$ cat config.mk
export PLATFORM = sky130hd
export DESIGN_NAME = sacc_top
export DESIGN_NICKNAME = d
export VERILOG_FILES = /design/src/hdl/sacc_pkg.sv /design/src/hdl/sacc_top.sv
export SDC_FILE = /design/constraint.sdc
export NUM_CORES = 1
export LEC_CHECK = 0
export BUFFER_PORTS_ARGS = -buffer_cell sky130_fd_sc_hd__buf_2
export CAP_MARGIN = 20
export CORE_ASPECT_RATIO = 0.5
export CORE_MARGIN = 8
export CORE_UTILIZATION = 30
export DETAILED_ROUTE_END_ITERATION = 8
export HOLD_SLACK_MARGIN = 0.06
export SYNTH_ARGS = -nofsm -noshare
export SYNTH_HDL_FRONTEND = slang
export SYNTH_SLANG_ARGS = --single-unit
$ cat constraint.sdc
create_clock -name MCLK -period 5.6 [get_ports MCLK]
set_input_delay 1.4 -clock MCLK [delete_from_list [all_inputs] [get_ports MCLK]]
set_output_delay 1.4 -clock MCLK [all_outputs]
set_load 0.02 [all_outputs]
$ cat src/hdl/sacc_pkg.sv
/*
  Package for the converter control block: field widths, mode codes, clock
  source codes, timing counts and the packed configuration carrier.
  Assumes a single 25 MHz control clock; sacc_top and the bench depend on it.
*/
package sacc_pkg;

  localparam int unsigned CLK_HZ          = 25000000;
  localparam int unsigned CHAN_W          = 5;
  localparam int unsigned RAW_W           = 12;
  localparam int unsigned PIN_COUNT       = 16;
  localparam int unsigned FIFO_MAX        = 8;
  localparam int unsigned FIFO_PTR_W      = 3;

  // Channel code that switches the converter off
  localparam logic [4:0]  CHAN_OFF        = 5'h1F;

  // Resolution codes
  localparam logic [1:0]  MODE_8BIT       = 2'h0;
  localparam logic [1:0]  MODE_12BIT      = 2'h1;
  localparam logic [1:0]  MODE_10BIT      = 2'h2;

  // Clock source codes; bus clock is the reset default
  localparam logic [1:0]  SRC_BUS         = 2'h0;
  localparam logic [1:0]  SRC_BUS_HALF    = 2'h1;
  localparam logic [1:0]  SRC_ALT         = 2'h2;
  localparam logic [1:0]  SRC_ASYNC       = 2'h3;

  // Sample phase length in converter clock ticks, less one, and internal oscillator period
  localparam logic [4:0]  SAMPLE_TICKS    = 5'h04;
  localparam int unsigned ASYNC_PERIOD_NS = 200;
  localparam int unsigned ASYNC_CYCLES    = (ASYNC_PERIOD_NS * (CLK_HZ / 1000000)) / 1000;

  // Reset values
  localparam logic [7:0]  RESULT_RESET    = 8'h00;
  localparam logic [3:0]  BIT_IDX_TOP     = 4'hB;

  typedef enum logic [1:0] {
    ST_IDLE    = 2'b00,
    ST_SAMPLE  = 2'b01,
    ST_CONVERT = 2'b10,
    ST_FINISH  = 2'b11
  } sacc_state_e;

  typedef struct packed {
    logic [4:0] channel_select;
    logic       done_interrupt_enable;
    logic       compare_enable;
    logic       compare_greater;
    logic       hw_trigger_enable;
    logic       continuous_enable;
    logic [1:0] mode;
    logic [1:0] clock_source_select;
    logic [1:0] clock_divide_select;
    logic [2:0] fifo_depth;
  } sacc_cfg_s;

endpackage

$ cat src/hdl/sacc_top.sv
/*
  Successive-approximation converter control: clock select and divide, pin
  isolation, software and hardware triggers, single and continuous runs,
  12/10/8-bit results with rounding, done flag, interrupt and read blocking.
  Assumes the analog core returns its comparator decision on COMP_IN within
  one converter tick; HW_TRIG, ALT_CLK and PORT_IN are asynchronous pins.
*/
`timescale 1ns/1ps
module sacc_top #(
  parameter int unsigned ASYNC_CYCLES = sacc_pkg::ASYNC_CYCLES
) (
  input  wire logic                  MCLK,
  input  wire logic                  RST,
  input  wire sacc_pkg::sacc_cfg_s   CFG,
  input  wire logic                  SC1_WR,
  input  wire logic                  CFG_WR,
  input  wire logic [11:0]           CMP_VALUE,
  input  wire logic                  DONE_CLEAR,
  input  wire logic                  RH_READ,
  input  wire logic                  RL_READ,
  input  wire logic                  LOW_POWER,
  input  wire logic                  ALT_CLK,
  input  wire logic                  HW_TRIG,
  input  wire logic                  COMP_IN,
  input  wire logic [15:0]           PIN_CTRL,
  input  wire logic [15:0]           PORT_IN,
  output logic [15:0]                PORT_READ,
  output logic [15:0]                PIN_OUT_DISABLE,
  output logic [15:0]                PULLUP_DISABLE,
  output logic                       CORE_ENABLE,
  output logic                       SAMPLE,
  output logic [4:0]                 CHANNEL,
  output logic [11:0]                DAC_CODE,
  output logic                       ADCK_TICK,
  output logic [7:0]                 RESULT_HIGH,
  output logic [7:0]                 RESULT_LOW,
  output logic                       DONE_FLAG,
  output logic                       IRQ,
  output logic                       BUSY
);

  sacc_pkg::sacc_state_e state_reg;
  sacc_pkg::sacc_state_e state_next;

  logic [1:0]  trig_sync_reg;
  logic        trig_last_reg;
  logic [1:0]  alt_sync_reg;
  logic        alt_last_reg;
  logic [15:0] port_s1_reg;
  logic [15:0] port_s2_reg;
  logic        half_reg;
  logic [15:0] async_cnt_reg;
  logic [2:0]  div_cnt_reg;
  logic [4:0]  samp_cnt_reg;
  logic [3:0]  bit_idx_reg;
  logic [11:0] sar_reg;
  logic [4:0]  chan_reg;
  logic        cont_run_reg;
  logic        read_pend_reg;
  logic        done_reg;
  logic [7:0]  rh_reg;
  logic [7:0]  rl_reg;
  logic [4:0]  chan_mem [sacc_pkg::FIFO_MAX];
  logic [2:0]  fill_reg;
  logic [2:0]  conv_idx_reg;
  logic [7:0]  res_hi_mem [sacc_pkg::FIFO_MAX];
  logic [7:0]  res_lo_mem [sacc_pkg::FIFO_MAX];
  logic [2:0]  rd_idx_reg;

  // Clock generation
  wire trig_rise   = trig_sync_reg[1] & ~trig_last_reg;
  wire alt_rise    = alt_sync_reg[1] & ~alt_last_reg;
  wire async_tick  = (async_cnt_reg == 16'(ASYNC_CYCLES - 1));
  wire run_gate    = ~LOW_POWER | (CFG.clock_source_select == sacc_pkg::SRC_ASYNC);
  logic src_tick;
  always_comb begin
    case (CFG.clock_source_select)
      sacc_pkg::SRC_BUS:      src_tick = 1'b1;
      sacc_pkg::SRC_BUS_HALF: src_tick = half_reg;
      sacc_pkg::SRC_ALT:      src_tick = alt_rise;
      sacc_pkg::SRC_ASYNC:    src_tick = async_tick;
      default:                src_tick = 1'b1;
    endcase
  end
  wire [2:0] div_top  = 3'((4'h1 << CFG.clock_divide_select) - 4'h1);
  wire       active   = (state_reg != sacc_pkg::ST_IDLE);
  wire       src_gate = src_tick & run_gate & active;
  wire       adck     = src_gate & (div_cnt_reg == div_top);

  // Control decode
  wire disabled    = (CFG.channel_select == sacc_pkg::CHAN_OFF);
  wire fifo_mode   = (CFG.fifo_depth != 3'h0);
  wire fifo_filled = SC1_WR & fifo_mode & ~disabled & (fill_reg == CFG.fifo_depth);
  wire sw_start    = SC1_WR & ~disabled & ~CFG.hw_trigger_enable & (~fifo_mode | fifo_filled);
  wire hw_start    = trig_rise & CFG.hw_trigger_enable & ~disabled & ~active & ~cont_run_reg;
  wire start       = sw_start | hw_start;
  wire abort       = CFG_WR | SC1_WR | disabled;

  // Result shaping
  wire [12:0] r10    = {1'b0, sar_reg} + 13'h0002;
  wire [12:0] r8     = {1'b0, sar_reg} + 13'h0008;
  logic [11:0] shaped;
  always_comb begin
    case (CFG.mode)
      sacc_pkg::MODE_12BIT: shaped = sar_reg;
      sacc_pkg::MODE_10BIT: shaped = r10[12] ? 12'h3FF : {2'h0, r10[11:2]};
      sacc_pkg::MODE_8BIT:  shaped = r8[12] ? 12'h0FF : {4'h0, r8[11:4]};
      default:              shaped = sar_reg;
    endcase
  end
  wire cmp_ok   = CFG.compare_greater ? (shaped >= CMP_VALUE) : (shaped < CMP_VALUE);
  wire cmp_fail = CFG.compare_enable & ~cmp_ok;
  wire wide     = (CFG.mode != sacc_pkg::MODE_8BIT);
  wire blocked  = read_pend_reg & wide;
  wire fin      = (state_reg == sacc_pkg::ST_FINISH);
  wire fifo_last = (conv_idx_reg == CFG.fifo_depth);
  // Compare-false single run ends with no transfer and no retry
  wire end_quiet = fin & cmp_fail & ~fifo_mode & ~CFG.continuous_enable;
  wire transfer  = fin & ~blocked & (~cmp_fail | fifo_mode);
  wire retry     = fin & blocked & ~end_quiet;
  wire next_conv = fin & ~end_quiet & (retry | (fifo_mode ? ~fifo_last : CFG.continuous_enable) |
                                      (~fifo_mode & cmp_fail & CFG.continuous_enable));
  wire fifo_done = transfer & fifo_mode & fifo_last;
  wire set_done  = transfer & (~fifo_mode | fifo_done);
  wire [7:0] new_hi = wide ? {4'h0, shaped[11:8]} : sacc_pkg::RESULT_RESET;
  wire [7:0] new_lo = shaped[7:0];

  // Sequencer
  always_comb begin
    state_next = state_reg;
    case (state_reg)
      sacc_pkg::ST_IDLE:    if (start) state_next = sacc_pkg::ST_SAMPLE;
      sacc_pkg::ST_SAMPLE:  if (adck && samp_cnt_reg == sacc_pkg::SAMPLE_TICKS) state_next = sacc_pkg::ST_CONVERT;
      sacc_pkg::ST_CONVERT: if (adck && bit_idx_reg == 4'h0) state_next = sacc_pkg::ST_FINISH;
      sacc_pkg::ST_FINISH:  state_next = next_conv ? sacc_pkg::ST_SAMPLE : sacc_pkg::ST_IDLE;
      default:              state_next = sacc_pkg::ST_IDLE;
    endcase
    if (abort && !start) begin
      state_next = sacc_pkg::ST_IDLE;
    end
    if (abort && start) begin
      state_next = sacc_pkg::ST_SAMPLE;
    end
  end

  always_ff @(posedge MCLK) begin
    if (RST) begin
      state_reg <= sacc_pkg::ST_IDLE;
    end else begin
      state_reg <= state_next;
    end
  end

  // Synchronisers: first stage feeds only the second
  always_ff @(posedge MCLK) begin
    if (RST) begin
      trig_sync_reg <= 2'h0;
      trig_last_reg <= 1'b0;
      alt_sync_reg  <= 2'h0;
      alt_last_reg  <= 1'b0;
      port_s1_reg   <= 16'h0000;
      port_s2_reg   <= 16'h0000;
    end else begin
      trig_sync_reg <= {trig_sync_reg[0], HW_TRIG};
      trig_last_reg <= trig_sync_reg[1];
      alt_sync_reg  <= {alt_sync_reg[0], ALT_CLK};
      alt_last_reg  <= alt_sync_reg[1];
      port_s1_reg   <= PORT_IN;
      port_s2_reg   <= port_s1_reg;
    end
  end

  // Clock counters run only while converting, so idle draws least
  always_ff @(posedge MCLK) begin
    if (RST) begin
      half_reg      <= 1'b0;
      async_cnt_reg <= 16'h0000;
      div_cnt_reg   <= 3'h0;
    end else begin
      half_reg      <= active & ~half_reg;
      async_cnt_reg <= (~active | async_tick) ? 16'h0000 : async_cnt_reg + 16'h0001;
      div_cnt_reg   <= ~active ? 3'h0 : (adck ? 3'h0 : (src_gate ? div_cnt_reg + 3'h1 : div_cnt_reg));
    end
  end

  // Successive approximation, MSB first
  always_ff @(posedge MCLK) begin
    if (RST) begin
      samp_cnt_reg <= 5'h00;
      bit_idx_reg  <= sacc_pkg::BIT_IDX_TOP;
      sar_reg      <= 12'h000;
    end else if (state_next == sacc_pkg::ST_SAMPLE && state_reg != sacc_pkg::ST_SAMPLE) begin
      samp_cnt_reg <= 5'h00;
      bit_idx_reg  <= sacc_pkg::BIT_IDX_TOP;
      sar_reg      <= 12'h800;
    end else if (adck && state_reg == sacc_pkg::ST_SAMPLE) begin
      samp_cnt_reg <= samp_cnt_reg + 5'h01;
    end else if (adck && state_reg == sacc_pkg::ST_CONVERT) begin
      sar_reg[bit_idx_reg] <= COMP_IN;
      if (bit_idx_reg != 4'h0) begin
        sar_reg[bit_idx_reg - 4'h1] <= 1'b1;
        bit_idx_reg <= bit_idx_reg - 4'h1;
      end
    end
  end

  // Channel FIFO and channel in use
  always_ff @(posedge MCLK) begin
    if (RST) begin
      fill_reg     <= 3'h0;
      conv_idx_reg <= 3'h0;
      chan_reg     <= sacc_pkg::CHAN_OFF;
    end else begin
      if (CFG_WR) begin
        fill_reg <= 3'h0;
      end else if (SC1_WR && fifo_mode && !disabled) begin
        chan_mem[fill_reg] <= CFG.channel_select;
        fill_reg           <= fifo_filled ? 3'h0 : fill_reg + 3'h1;
      end
      if (sw_start && !fifo_mode) begin
        chan_reg <= CFG.channel_select;
      end else if (sw_start || hw_start) begin
        conv_idx_reg <= 3'h0;
        chan_reg     <= fifo_filled ? chan_mem[0] : (fifo_mode ? chan_mem[0] : CFG.channel_select);
      end else if (fin && fifo_mode && !retry && !fifo_last) begin
        conv_idx_reg <= conv_idx_reg + 3'h1;
        chan_reg     <= chan_mem[conv_idx_reg + 3'h1];
      end
      if (fifo_filled) begin
        chan_mem[fill_reg] <= CFG.channel_select;
      end
    end
  end

  // Continuous run tracking for the hardware trigger
  always_ff @(posedge MCLK) begin
    if (RST) begin
      cont_run_reg <= 1'b0;
    end else if (abort) begin
      cont_run_reg <= 1'b0;
    end else if (hw_start && CFG.continuous_enable) begin
      cont_run_reg <= 1'b1;
    end
  end

  // Result registers, done flag and read blocking
  always_ff @(posedge MCLK) begin
    if (RST) begin
      rh_reg        <= sacc_pkg::RESULT_RESET;
      rl_reg        <= sacc_pkg::RESULT_RESET;
      read_pend_reg <= 1'b0;
      done_reg      <= 1'b0;
      rd_idx_reg    <= 3'h0;
    end else begin
      if (RL_READ) begin
        read_pend_reg <= 1'b0;
      end else if (RH_READ && wide) begin
        read_pend_reg <= 1'b1;
      end
      // A new done wins over a clear in the same cycle
      if (set_done) begin
        done_reg <= 1'b1;
      end else if (DONE_CLEAR || SC1_WR || CFG_WR) begin
        done_reg <= 1'b0;
      end
      if (transfer && fifo_mode) begin
        res_hi_mem[conv_idx_reg] <= new_hi;
        res_lo_mem[conv_idx_reg] <= new_lo;
      end
      if (transfer && !fifo_mode) begin
        rh_reg <= new_hi;
        rl_reg <= new_lo;
      end else if (fifo_done) begin
        rh_reg     <= (conv_idx_reg == 3'h0) ? new_hi : res_hi_mem[0];
        rl_reg     <= (conv_idx_reg == 3'h0) ? new_lo : res_lo_mem[0];
        rd_idx_reg <= 3'h1;
      end else if (RL_READ && fifo_mode && rd_idx_reg <= CFG.fifo_depth && rd_idx_reg != 3'h0) begin
        rh_reg     <= res_hi_mem[rd_idx_reg];
        rl_reg     <= res_lo_mem[rd_idx_reg];
        rd_idx_reg <= rd_idx_reg + 3'h1;
      end
    end
  end

  // Pin isolation and outputs
  assign PORT_READ       = port_s2_reg & ~PIN_CTRL;
  assign PIN_OUT_DISABLE = PIN_CTRL;
  assign PULLUP_DISABLE  = PIN_CTRL;
  assign CORE_ENABLE     = active & ~disabled;
  assign SAMPLE          = (state_reg == sacc_pkg::ST_SAMPLE);
  assign CHANNEL         = chan_reg;
  assign DAC_CODE        = sar_reg;
  assign ADCK_TICK       = adck;
  assign RESULT_HIGH     = rh_reg;
  assign RESULT_LOW      = rl_reg;
  assign DONE_FLAG       = done_reg;
  assign IRQ             = done_reg & CFG.done_interrupt_enable;
  assign BUSY            = active;

  // Assertions
  reset_idle_a: assert property (@(posedge MCLK) RST |=> state_reg == sacc_pkg::ST_IDLE)
    else $error("not idle after reset");
  off_channel_a: assert property (@(posedge MCLK) disable iff (RST)
    disabled |=> !SAMPLE && state_reg == sacc_pkg::ST_IDLE)
    else $error("active while channel off");
  idle_quiet_a: assert property (@(posedge MCLK) disable iff (RST) !BUSY |-> !ADCK_TICK)
    else $error("converter clock runs while idle");
  irq_done_a: assert property (@(posedge MCLK) disable iff (RST)
    $rose(DONE_FLAG) && CFG.done_interrupt_enable |-> IRQ)
    else $error("interrupt missing on done");
  block_drop_a: assert property (@(posedge MCLK) disable iff (RST)
    fin && blocked && !DONE_FLAG |=> !DONE_FLAG && $stable(RESULT_LOW))
    else $error("blocked result was transferred");
  hw_busy_a: assert property (@(posedge MCLK) disable iff (RST)
    BUSY && !fin && trig_rise && !SC1_WR && !CFG_WR |=> BUSY && !$rose(SAMPLE))
    else $error("trigger restarted busy converter");
  hw_start_a: assert property (@(posedge MCLK) disable iff (RST)
    hw_start && !abort |=> SAMPLE)
    else $error("hardware trigger ignored");
  cfg_abort_a: assert property (@(posedge MCLK) disable iff (RST)
    CFG_WR && !sw_start |=> !BUSY && $stable(RESULT_LOW) && $stable(RESULT_HIGH))
    else $error("configuration write did not abort");
  narrow_hi_a: assert property (@(posedge MCLK) disable iff (RST)
    transfer && !fifo_mode && CFG.mode == sacc_pkg::MODE_8BIT |=> RESULT_HIGH == 8'h00)
    else $error("narrow result reached high register");
  ten_range_a: assert property (@(posedge MCLK) disable iff (RST)
    transfer && !fifo_mode && CFG.mode == sacc_pkg::MODE_10BIT |=> RESULT_HIGH[7:2] == 6'h00)
    else $error("ten-bit result out of range");
  retry_a: assert property (@(posedge MCLK) disable iff (RST)
    retry && !abort |=> SAMPLE)
    else $error("blocked conversion not restarted");

  done_cov_c: cover property (@(posedge MCLK) disable iff (RST) $rose(DONE_FLAG));
  block_cov_c: cover property (@(posedge MCLK) disable iff (RST) retry);
  cont_cov_c: cover property (@(posedge MCLK) disable iff (RST) fin && next_conv && !retry);

endmodule

Word level (Yosys, flattened, before mapping)
Memories as Yosys holds them, arrays and structs flattened. A register that Yosys moved wholly into a read port is not among the register bits.
Cells that the tools add are included.
- add/sub/neg operators: 10
- $lt $le $gt $ge: 7
- eq/ne operators: 16
- shifts and indexed selects: 1
- muxes and demuxes: 58
- bitwise logic cells: 66
- reductions and logical operators: 57
- operators with widths (operator ; count):
    $mux W8 ; 9
    $mux W12 ; 4
    $and A1 B1 Y1 ; 34
    $mux W5 ; 6
    $mux W3 ; 9
    $pmux W12 S2 ; 1
    $logic_and A1 B1 Y1 ; 22
    $not A1 Y1 ; 18
    $mux W1 ; 17
    $add A16 B1 Y16 const B ; 1
    $and A16 B16 Y16 ; 1
    $eq A16 B3 Y1 const B ; 1
    $not A16 Y16 ; 1
    $add A12 B2 Y13 const B ; 1
    $add A12 B4 Y13 const B ; 1
    $add A3 B1 Y3 const B ; 4
    $bwmux W12 ; 1
    $ge A12 B12 Y1 ; 1
    $lt A12 B12 Y1 ; 1
    $or A12 B12 Y12 ; 1
    $reduce_bool A2 Y1 ; 6
    $reduce_bool A3 Y1 ; 4
    $or A1 B1 Y1 ; 11
    $eq A2 B2 Y1 const B ; 5
    other kinds (29) ; 55
- flip-flop bits (word level): 114
- RAM bits: 136
- bits of input ports: 74
- output and inout port bits: 87
- logic and storage cells: 241
- memories: 3
- memories (name ; depth ; bits a word ; read ports ; clocked after memory_dff ; wr ports ; line ; text):
    res_lo_mem ; 8 ; 8 ; 2 ; 1 ; 1 ; sacc_top.sv:67 ; logic [7:0] res_lo_mem [sacc_pkg::FIFO_MAX];
    chan_mem ; 8 ; 5 ; 2 ; 0 ; 1 ; sacc_top.sv:63 ; logic [4:0] chan_mem [sacc_pkg::FIFO_MAX];
    res_hi_mem ; 8 ; 4 ; 2 ; 1 ; 1 ; sacc_top.sv:66 ; logic [7:0] res_hi_mem [sacc_pkg::FIFO_MAX];

Logic depth before layout (Yosys ltp)
- word-level depth: 23
- depth in mapped cells: 18
- gate-level depth less buffers: 16

Worst setup path after synthesis
No wires, ideal clock.
- path kind: input port to flip-flop
- start point: input port CFG[8] (netlist name)
- end point: register bit_idx_reg[1]
- library setup time: 0.120 ns
- arrival: 4.591 ns
- required time: 5.480 ns
- path slack: 0.889 ns
- stages: 15
- buffers on the path: 2
- cell sequence: clkbuf_1 > a21o_1 > or3b_1 > a221oi_1 > a21oi_1 > ha_1 > nand4_1 > nor2_1 > a2bb2oi_1 > or4_1 > a21boi_1 > nand2_1 > a221o_1 > buf_2 > a211o_1
- longest elaborated chain between the ends: 21
- elaborated cells on any way between the ends: 29
- classes of those cells: order compare (2); eq/ne (2); mux (6); bitwise (15); reduce/logical (4)
- ends and longest elaborated chain (item ; line ; text):
    start, declared ; sacc_top.sv:14 ; input wire sacc_pkg::sacc_cfg_s CFG,
    $eq A2 B2 Y1 or $logic_not A2 Y1 (tied branches) ; sacc_top.sv:104 ; case (CFG.mode)
    $pmux W12 S2 (*) ; sacc_top.sv:104 ;
    via shaped[6] ; sacc_top.sv:102 ; logic [11:0] shaped;
    $lt A12 B12 Y1 or $ge A12 B12 Y1 (tied branches) ; sacc_top.sv:111 ; wire cmp_ok = CFG.compare_greater ? (shaped >= CMP_VALUE) : (shaped < CMP_VALUE);
    $mux W1 (*) ; sacc_top.sv:111 ;
    $not A1 Y1 (*) ; sacc_top.sv:112 ; wire cmp_fail = CFG.compare_enable & ~cmp_ok;
    $and A1 B1 Y1 (*) ; sacc_top.sv:112 ;
    $and A1 B1 Y1 (3 in series) ; sacc_top.sv:118 ; wire end_quiet = fin & cmp_fail & ~fifo_mode & ~CFG.continuous_enable;
    [... 4 more ...] ; -- ;
    $and A1 B1 Y1 (*) ; sacc_top.sv:121 ; wire next_conv = fin & ~end_quiet & (retry | (fifo_mode ? ~fifo_last : CFG.continuous_enable) |
    $mux W1 (*) ; sacc_top.sv:135 ; sacc_pkg::ST_FINISH: state_next = next_conv ? sacc_pkg::ST_SAMPLE : sacc_pkg::ST_IDLE;
    $pmux W2 S4 (*) ; sacc_top.sv:131 ; case (state_reg)
    $mux W2 (*) ; sacc_top.sv:138 ; if (abort && !start) begin
    $mux W2 (*) ; sacc_top.sv:141 ; if (abort && start) begin
    $eq A2 B1 Y1 (*) ; sacc_top.sv:192 ; end else if (state_next == sacc_pkg::ST_SAMPLE && state_reg != sacc_pkg::ST_SAMPLE) begin
    $logic_and A1 B1 Y1 (*) ; sacc_top.sv:192 ;
    $reduce_or A2 Y1 (no source line) (*) ; -- ;
    end signal, assigned ; sacc_top.sv:190 ; bit_idx_reg <= sacc_pkg::BIT_IDX_TOP;
    end signal, assigned ; sacc_top.sv:194 ; bit_idx_reg <= sacc_pkg::BIT_IDX_TOP;
    end signal, assigned ; sacc_top.sv:202 ; bit_idx_reg <= bit_idx_reg - 4'h1;
    end, declared ; sacc_top.sv:55 ; logic [3:0] bit_idx_reg;
The timed path passes the listed nets; every way through them passes the cells marked *.
A chain may end at the register's enable or synchronous reset.

Final worst setup path
- start point: register sar_reg[9], in the netlist DAC_CODE[9]
- end point: register bit_idx_reg[1]
- longest elaborated chain between the ends: 22
- elaborated cells on any way between the ends: 28
- classes of those cells: add/sub (2); order compare (2); eq/ne (1); mux (8); bitwise (13); reduce/logical (2)
- ends and longest elaborated chain (item ; line ; text):
    start, declared ; sacc_top.sv:56 ; logic [11:0] sar_reg;
    start signal, assigned ; sacc_top.sv:191 ; sar_reg <= 12'h000;
    start signal, assigned ; sacc_top.sv:195 ; sar_reg <= 12'h800;
    start signal, assigned by index ; sacc_top.sv:199 ; sar_reg[bit_idx_reg] <= COMP_IN;
    $add A12 B4 Y13 or $add A12 B2 Y13 (tied branches) ; sacc_top.sv:101, sacc_top.sv:100 ;
    $mux W8 or $mux W10 (tied branches) ; sacc_top.sv:107, sacc_top.sv:106 ;
    $pmux W12 S2 (*) ; sacc_top.sv:104 ;
    via shaped[6] ; sacc_top.sv:102 ;
    $lt A12 B12 Y1 or $ge A12 B12 Y1 (tied branches) ; sacc_top.sv:111 ;
    $mux W1 (*) ; sacc_top.sv:111 ;
    $not A1 Y1 (*) ; sacc_top.sv:112 ;
    $and A1 B1 Y1 (*) ; sacc_top.sv:112 ;
    [... 7 more ...] ; -- ;
    $and A1 B1 Y1 (*) ; sacc_top.sv:121 ;
    $mux W1 (*) ; sacc_top.sv:135 ;
    $pmux W2 S4 (*) ; sacc_top.sv:131 ;
    $mux W2 (*) ; sacc_top.sv:138 ;
    $mux W2 (*) ; sacc_top.sv:141 ;
    $eq A2 B1 Y1 (*) ; sacc_top.sv:192 ;
    $logic_and A1 B1 Y1 (*) ; sacc_top.sv:192 ;
    $reduce_or A2 Y1 (no source line) (*) ; -- ;
Marked as above.

==> results_dict.tcl <==
set metrics [dict create \
    min_path_cells 1 \
    die-width_um 293 \
    antenna_left 0 \
    overflow 0 \
    io_buffers 156 \
    fillers 3708 \
    r2r_cells 15 \
    antenna_found_initial 3 \
    rr_startpoint "DAC_CODE[9]" \
    p_comb_share_pct 5.8 \
    clock-sinks 249 \
    skew_ns 0.0122 \
    met3RoutedLength_mm 1.21 \
    crit_slowest_cell "a21oi_1" \
    synthToLayoutAreaGrowth_pct 16.3 \
    ys.flop_type "edfxtp_1" \
    path_depth 15 \
    core_mm2 0.0377 \
    path_clk_slew_ns 0.06 \
    yosysUniqueCellTypes 68 \
    nets 1236 \
    num_vias 8011 \
    syn-cell-area_mm2 0.0115 \
    largest_register "res_lo_mem" \
    fin_crit_sh_pct 86.5 \
    async_reset_ff_share_pct 0 \
    critPathTopFamily "compound AO/OA/AOI/OAI gates" \
    cts_setup_buffers 0 \
    tightestPinTransition_ns 1.03 \
    utilization_pct 35.7 \
    regArea_mm2 0.00635 \
    finalHoldViolCount 0 \
    leakage_uw 0.00496 \
    final-setup-viol-count 0 \
    hold_buffers 0 \
    pwr-share-clk_pct 41.7 \
    placed_cell_area_mm2 0.0127 \
    highest_layer "met5" \
    cpMostUsedCell "nand2_1" \
    routedWlPerCell_um 16.6 \
    cts_resized 0 \
    final_cell_mix "buf_2 (156), edfxtp_1 (136), dfxtp_1 (113)" \
    grt_max_degree 43 \
    peakVddDrop_mv 0.207 \
    cts_tree "built" \
    arrival_ns 5.25 \
    maxSlewViolCount 0 \
    setup_tns_ns 0 \
    clock_latency_ns 0.52 \
    min_period_ns 4.85 \
    reg2reg_slack_ns 0.75 \
    layout_commonest_cell "buf_2" \
    worst_setup_path_start_kind "register" \
    clockBufferDepth 3 \
    final_cell_area_mm2 0.0134 \
    worst_slack_ns 0.754 \
    die-area_mm2 0.0454 \
    fmax_ghz 0.206 \
    worstPathCellList "nand4_1, nor2_1, nand2_1, nand2_1, a221oi_1, a21oi_1, ha_1, nand4_1, nor2_1, a2bb2oi_1, or4_1, a21boi_1, nand2_1, a221o_1, a211o_1" \
    min_path_type "reg2reg" \
    grt_setup_unrepaired "false" \
    swShare_pct 21.7 \
    hold_ws_ns 0.417 \
    grt_pass1_vias 7923 \
    pin_count 161 \
    grt_pass1_wl_mm 43.8 \
    netSwitchingPower_uw 807 \
    internal_power_uw 2910 \
    postSynthAreaPerCell_um2 11.4 \
    place_ws_ns 0.317 \
    worstHoldEndpoint "half_reg" \
    yosys_register_bits 249 \
    finalWeightedCongestion 0.875 \
    rr_endpoint "bit_idx_reg[1]" \
    routed_wl_mm 27.7 \
    start_util_pct 30.7 \
    cts-buffers-inserted 25 \
    htreeDepth 1 \
    reg_top3 "res_lo_mem (64), chan_mem (40), res_hi_mem (32)" \
    seqPwrFrac_pct 52.5 \
    final_layout_size_suffix_gt1_share_pct 23.2 \
    ys_warn_count 0 \
    dr.pass1.iters 5 \
    status "finished, final reports clean" \
    cpPeakStageDelay_ns 0.63 \
    maxCapViolations 0 \
    synth_cells 1009 \
    synth_edf_count 136 \
    cts_root_buf "clkbuf_16" \
    end_kind "register" \
    pwr_density_cell_mw_per_mm2 277 \
    grt_usage_pct 11.7 \
    dpl.hpwl_mm 20.1 \
    row_count 50 \
    met1_length_mm 11.9 \
    initialDrtViolationCount 527 \
    hold_start "half_reg" \
    cp_max_fo 20 \
    path_class "reg2reg" \
    drc_errors 0 \
    multi_input_area_mm2 0.00458 \
    die_h_um 155 \
    routed-wl-met2_mm 14.1 \
    required_ns 6.00 \
    ys_seq_area_share_pct 55.0 \
    via_per_inst 4.81 \
    largest_register_ffs 64 \
    relSlewSlack_pct 31.2 \
    worst-path-buf-inv 0 \
]
==> Yosys cell counts, types with 8 or more instances <==
master	instances	area share (%)
edfxtp_1	136	35
dfxtp_1	113	20
nor2_1	82	2.7
nand2_1	71	2.3
nor2b_1	68	3.7
inv_1	48	1.6
a21oi_1	41	1.8
clkbuf_1	37	1.2
nand3_1	37	1.6
buf_4	36	2.3
o21ai_0	36	1.6
ha_1	34	3.7
mux4_2	34	6.6
nor3_1	27	1.2
mux2i_1	24	2.1
xor2_1	18	1.4
xnor2_1	17	1.3
a221oi_1	12	0.91
nand4_1	12	0.65
nand2b_1	10	0.54
buf_2	9	0.39
or3_1	8	0.43
==> metrics by stage <==
stage | std cells | power [uW]
detailed placement | 1620 | 2210
global placement | 1620 | 2200
floorplan | 1012 | 2140
finish | 1666 | 3720
global route | 1666 | 3840
CTS | 1664 | 3750
==> area by class of cell <==
class                   instances  area share (%)
flip-flops and latches        249            47.3
repair buffers                174            6.82
multi-input cells             630            34.1
inverters                      48            1.34
clock inverters                 5           0.233
diodes                          1          0.0186
clock buffers                  39            5.40
well taps                     520            4.85
==> power groups by stage <==
stage | Clock [uW] | Combinational (uW) | Sequential [uW]
final | 1550 | 217 | 1950
after global placement | 0 | 213 | 1990
after detailed placement | 0 | 219 | 1990
after CTS | 1580 | 219 | 1950
after global routing | 1650 | 238 | 1950
after floorplan | 0 | 150 | 1990
==> kinds of logic after synthesis <==
group           Yosys count  share of synthesized area [%]
other cells               1                         0.0325
fa+ha+maj                34                           3.68
buf+inv                 133                           5.59
xor+xnor                 35                           2.65
simple gates            346                           15.3
compound gates          150                           8.75
mux                      61                           9.01
flops                   249                           55.0
==> worst max-delay path by stage <==
| stage | slack, ns | start | end |
|---|---|---|---|
| after global routing | 0.39 | DAC_CODE[5] | bit_idx_reg[1] |
| after CTS | 0.81 | DAC_CODE[5] | RESULT_HIGH[3] |
| after floorplan | 0.89 | CFG[8] | bit_idx_reg[1] |
| final | 0.75 | DAC_CODE[9] | bit_idx_reg[1] |
| after global placement | 0.38 | CFG[8] | bit_idx_reg[1] |
| after detailed placement | 0.32 | CFG[8] | RESULT_HIGH[3] |
==> layer usage <==
| layer | global-route usage, % | vias up |
|---|---|---|
| met4 | 2.76 | 4 |
| met1 | 14.7 | 3928 |
| li1 | - | 3843 |
| met5 | 0 | - |
| met3 | 1.63 | 38 |
| met2 | 21.1 | 198 |
No activity file was read; power rests on OpenSTA's default activity.
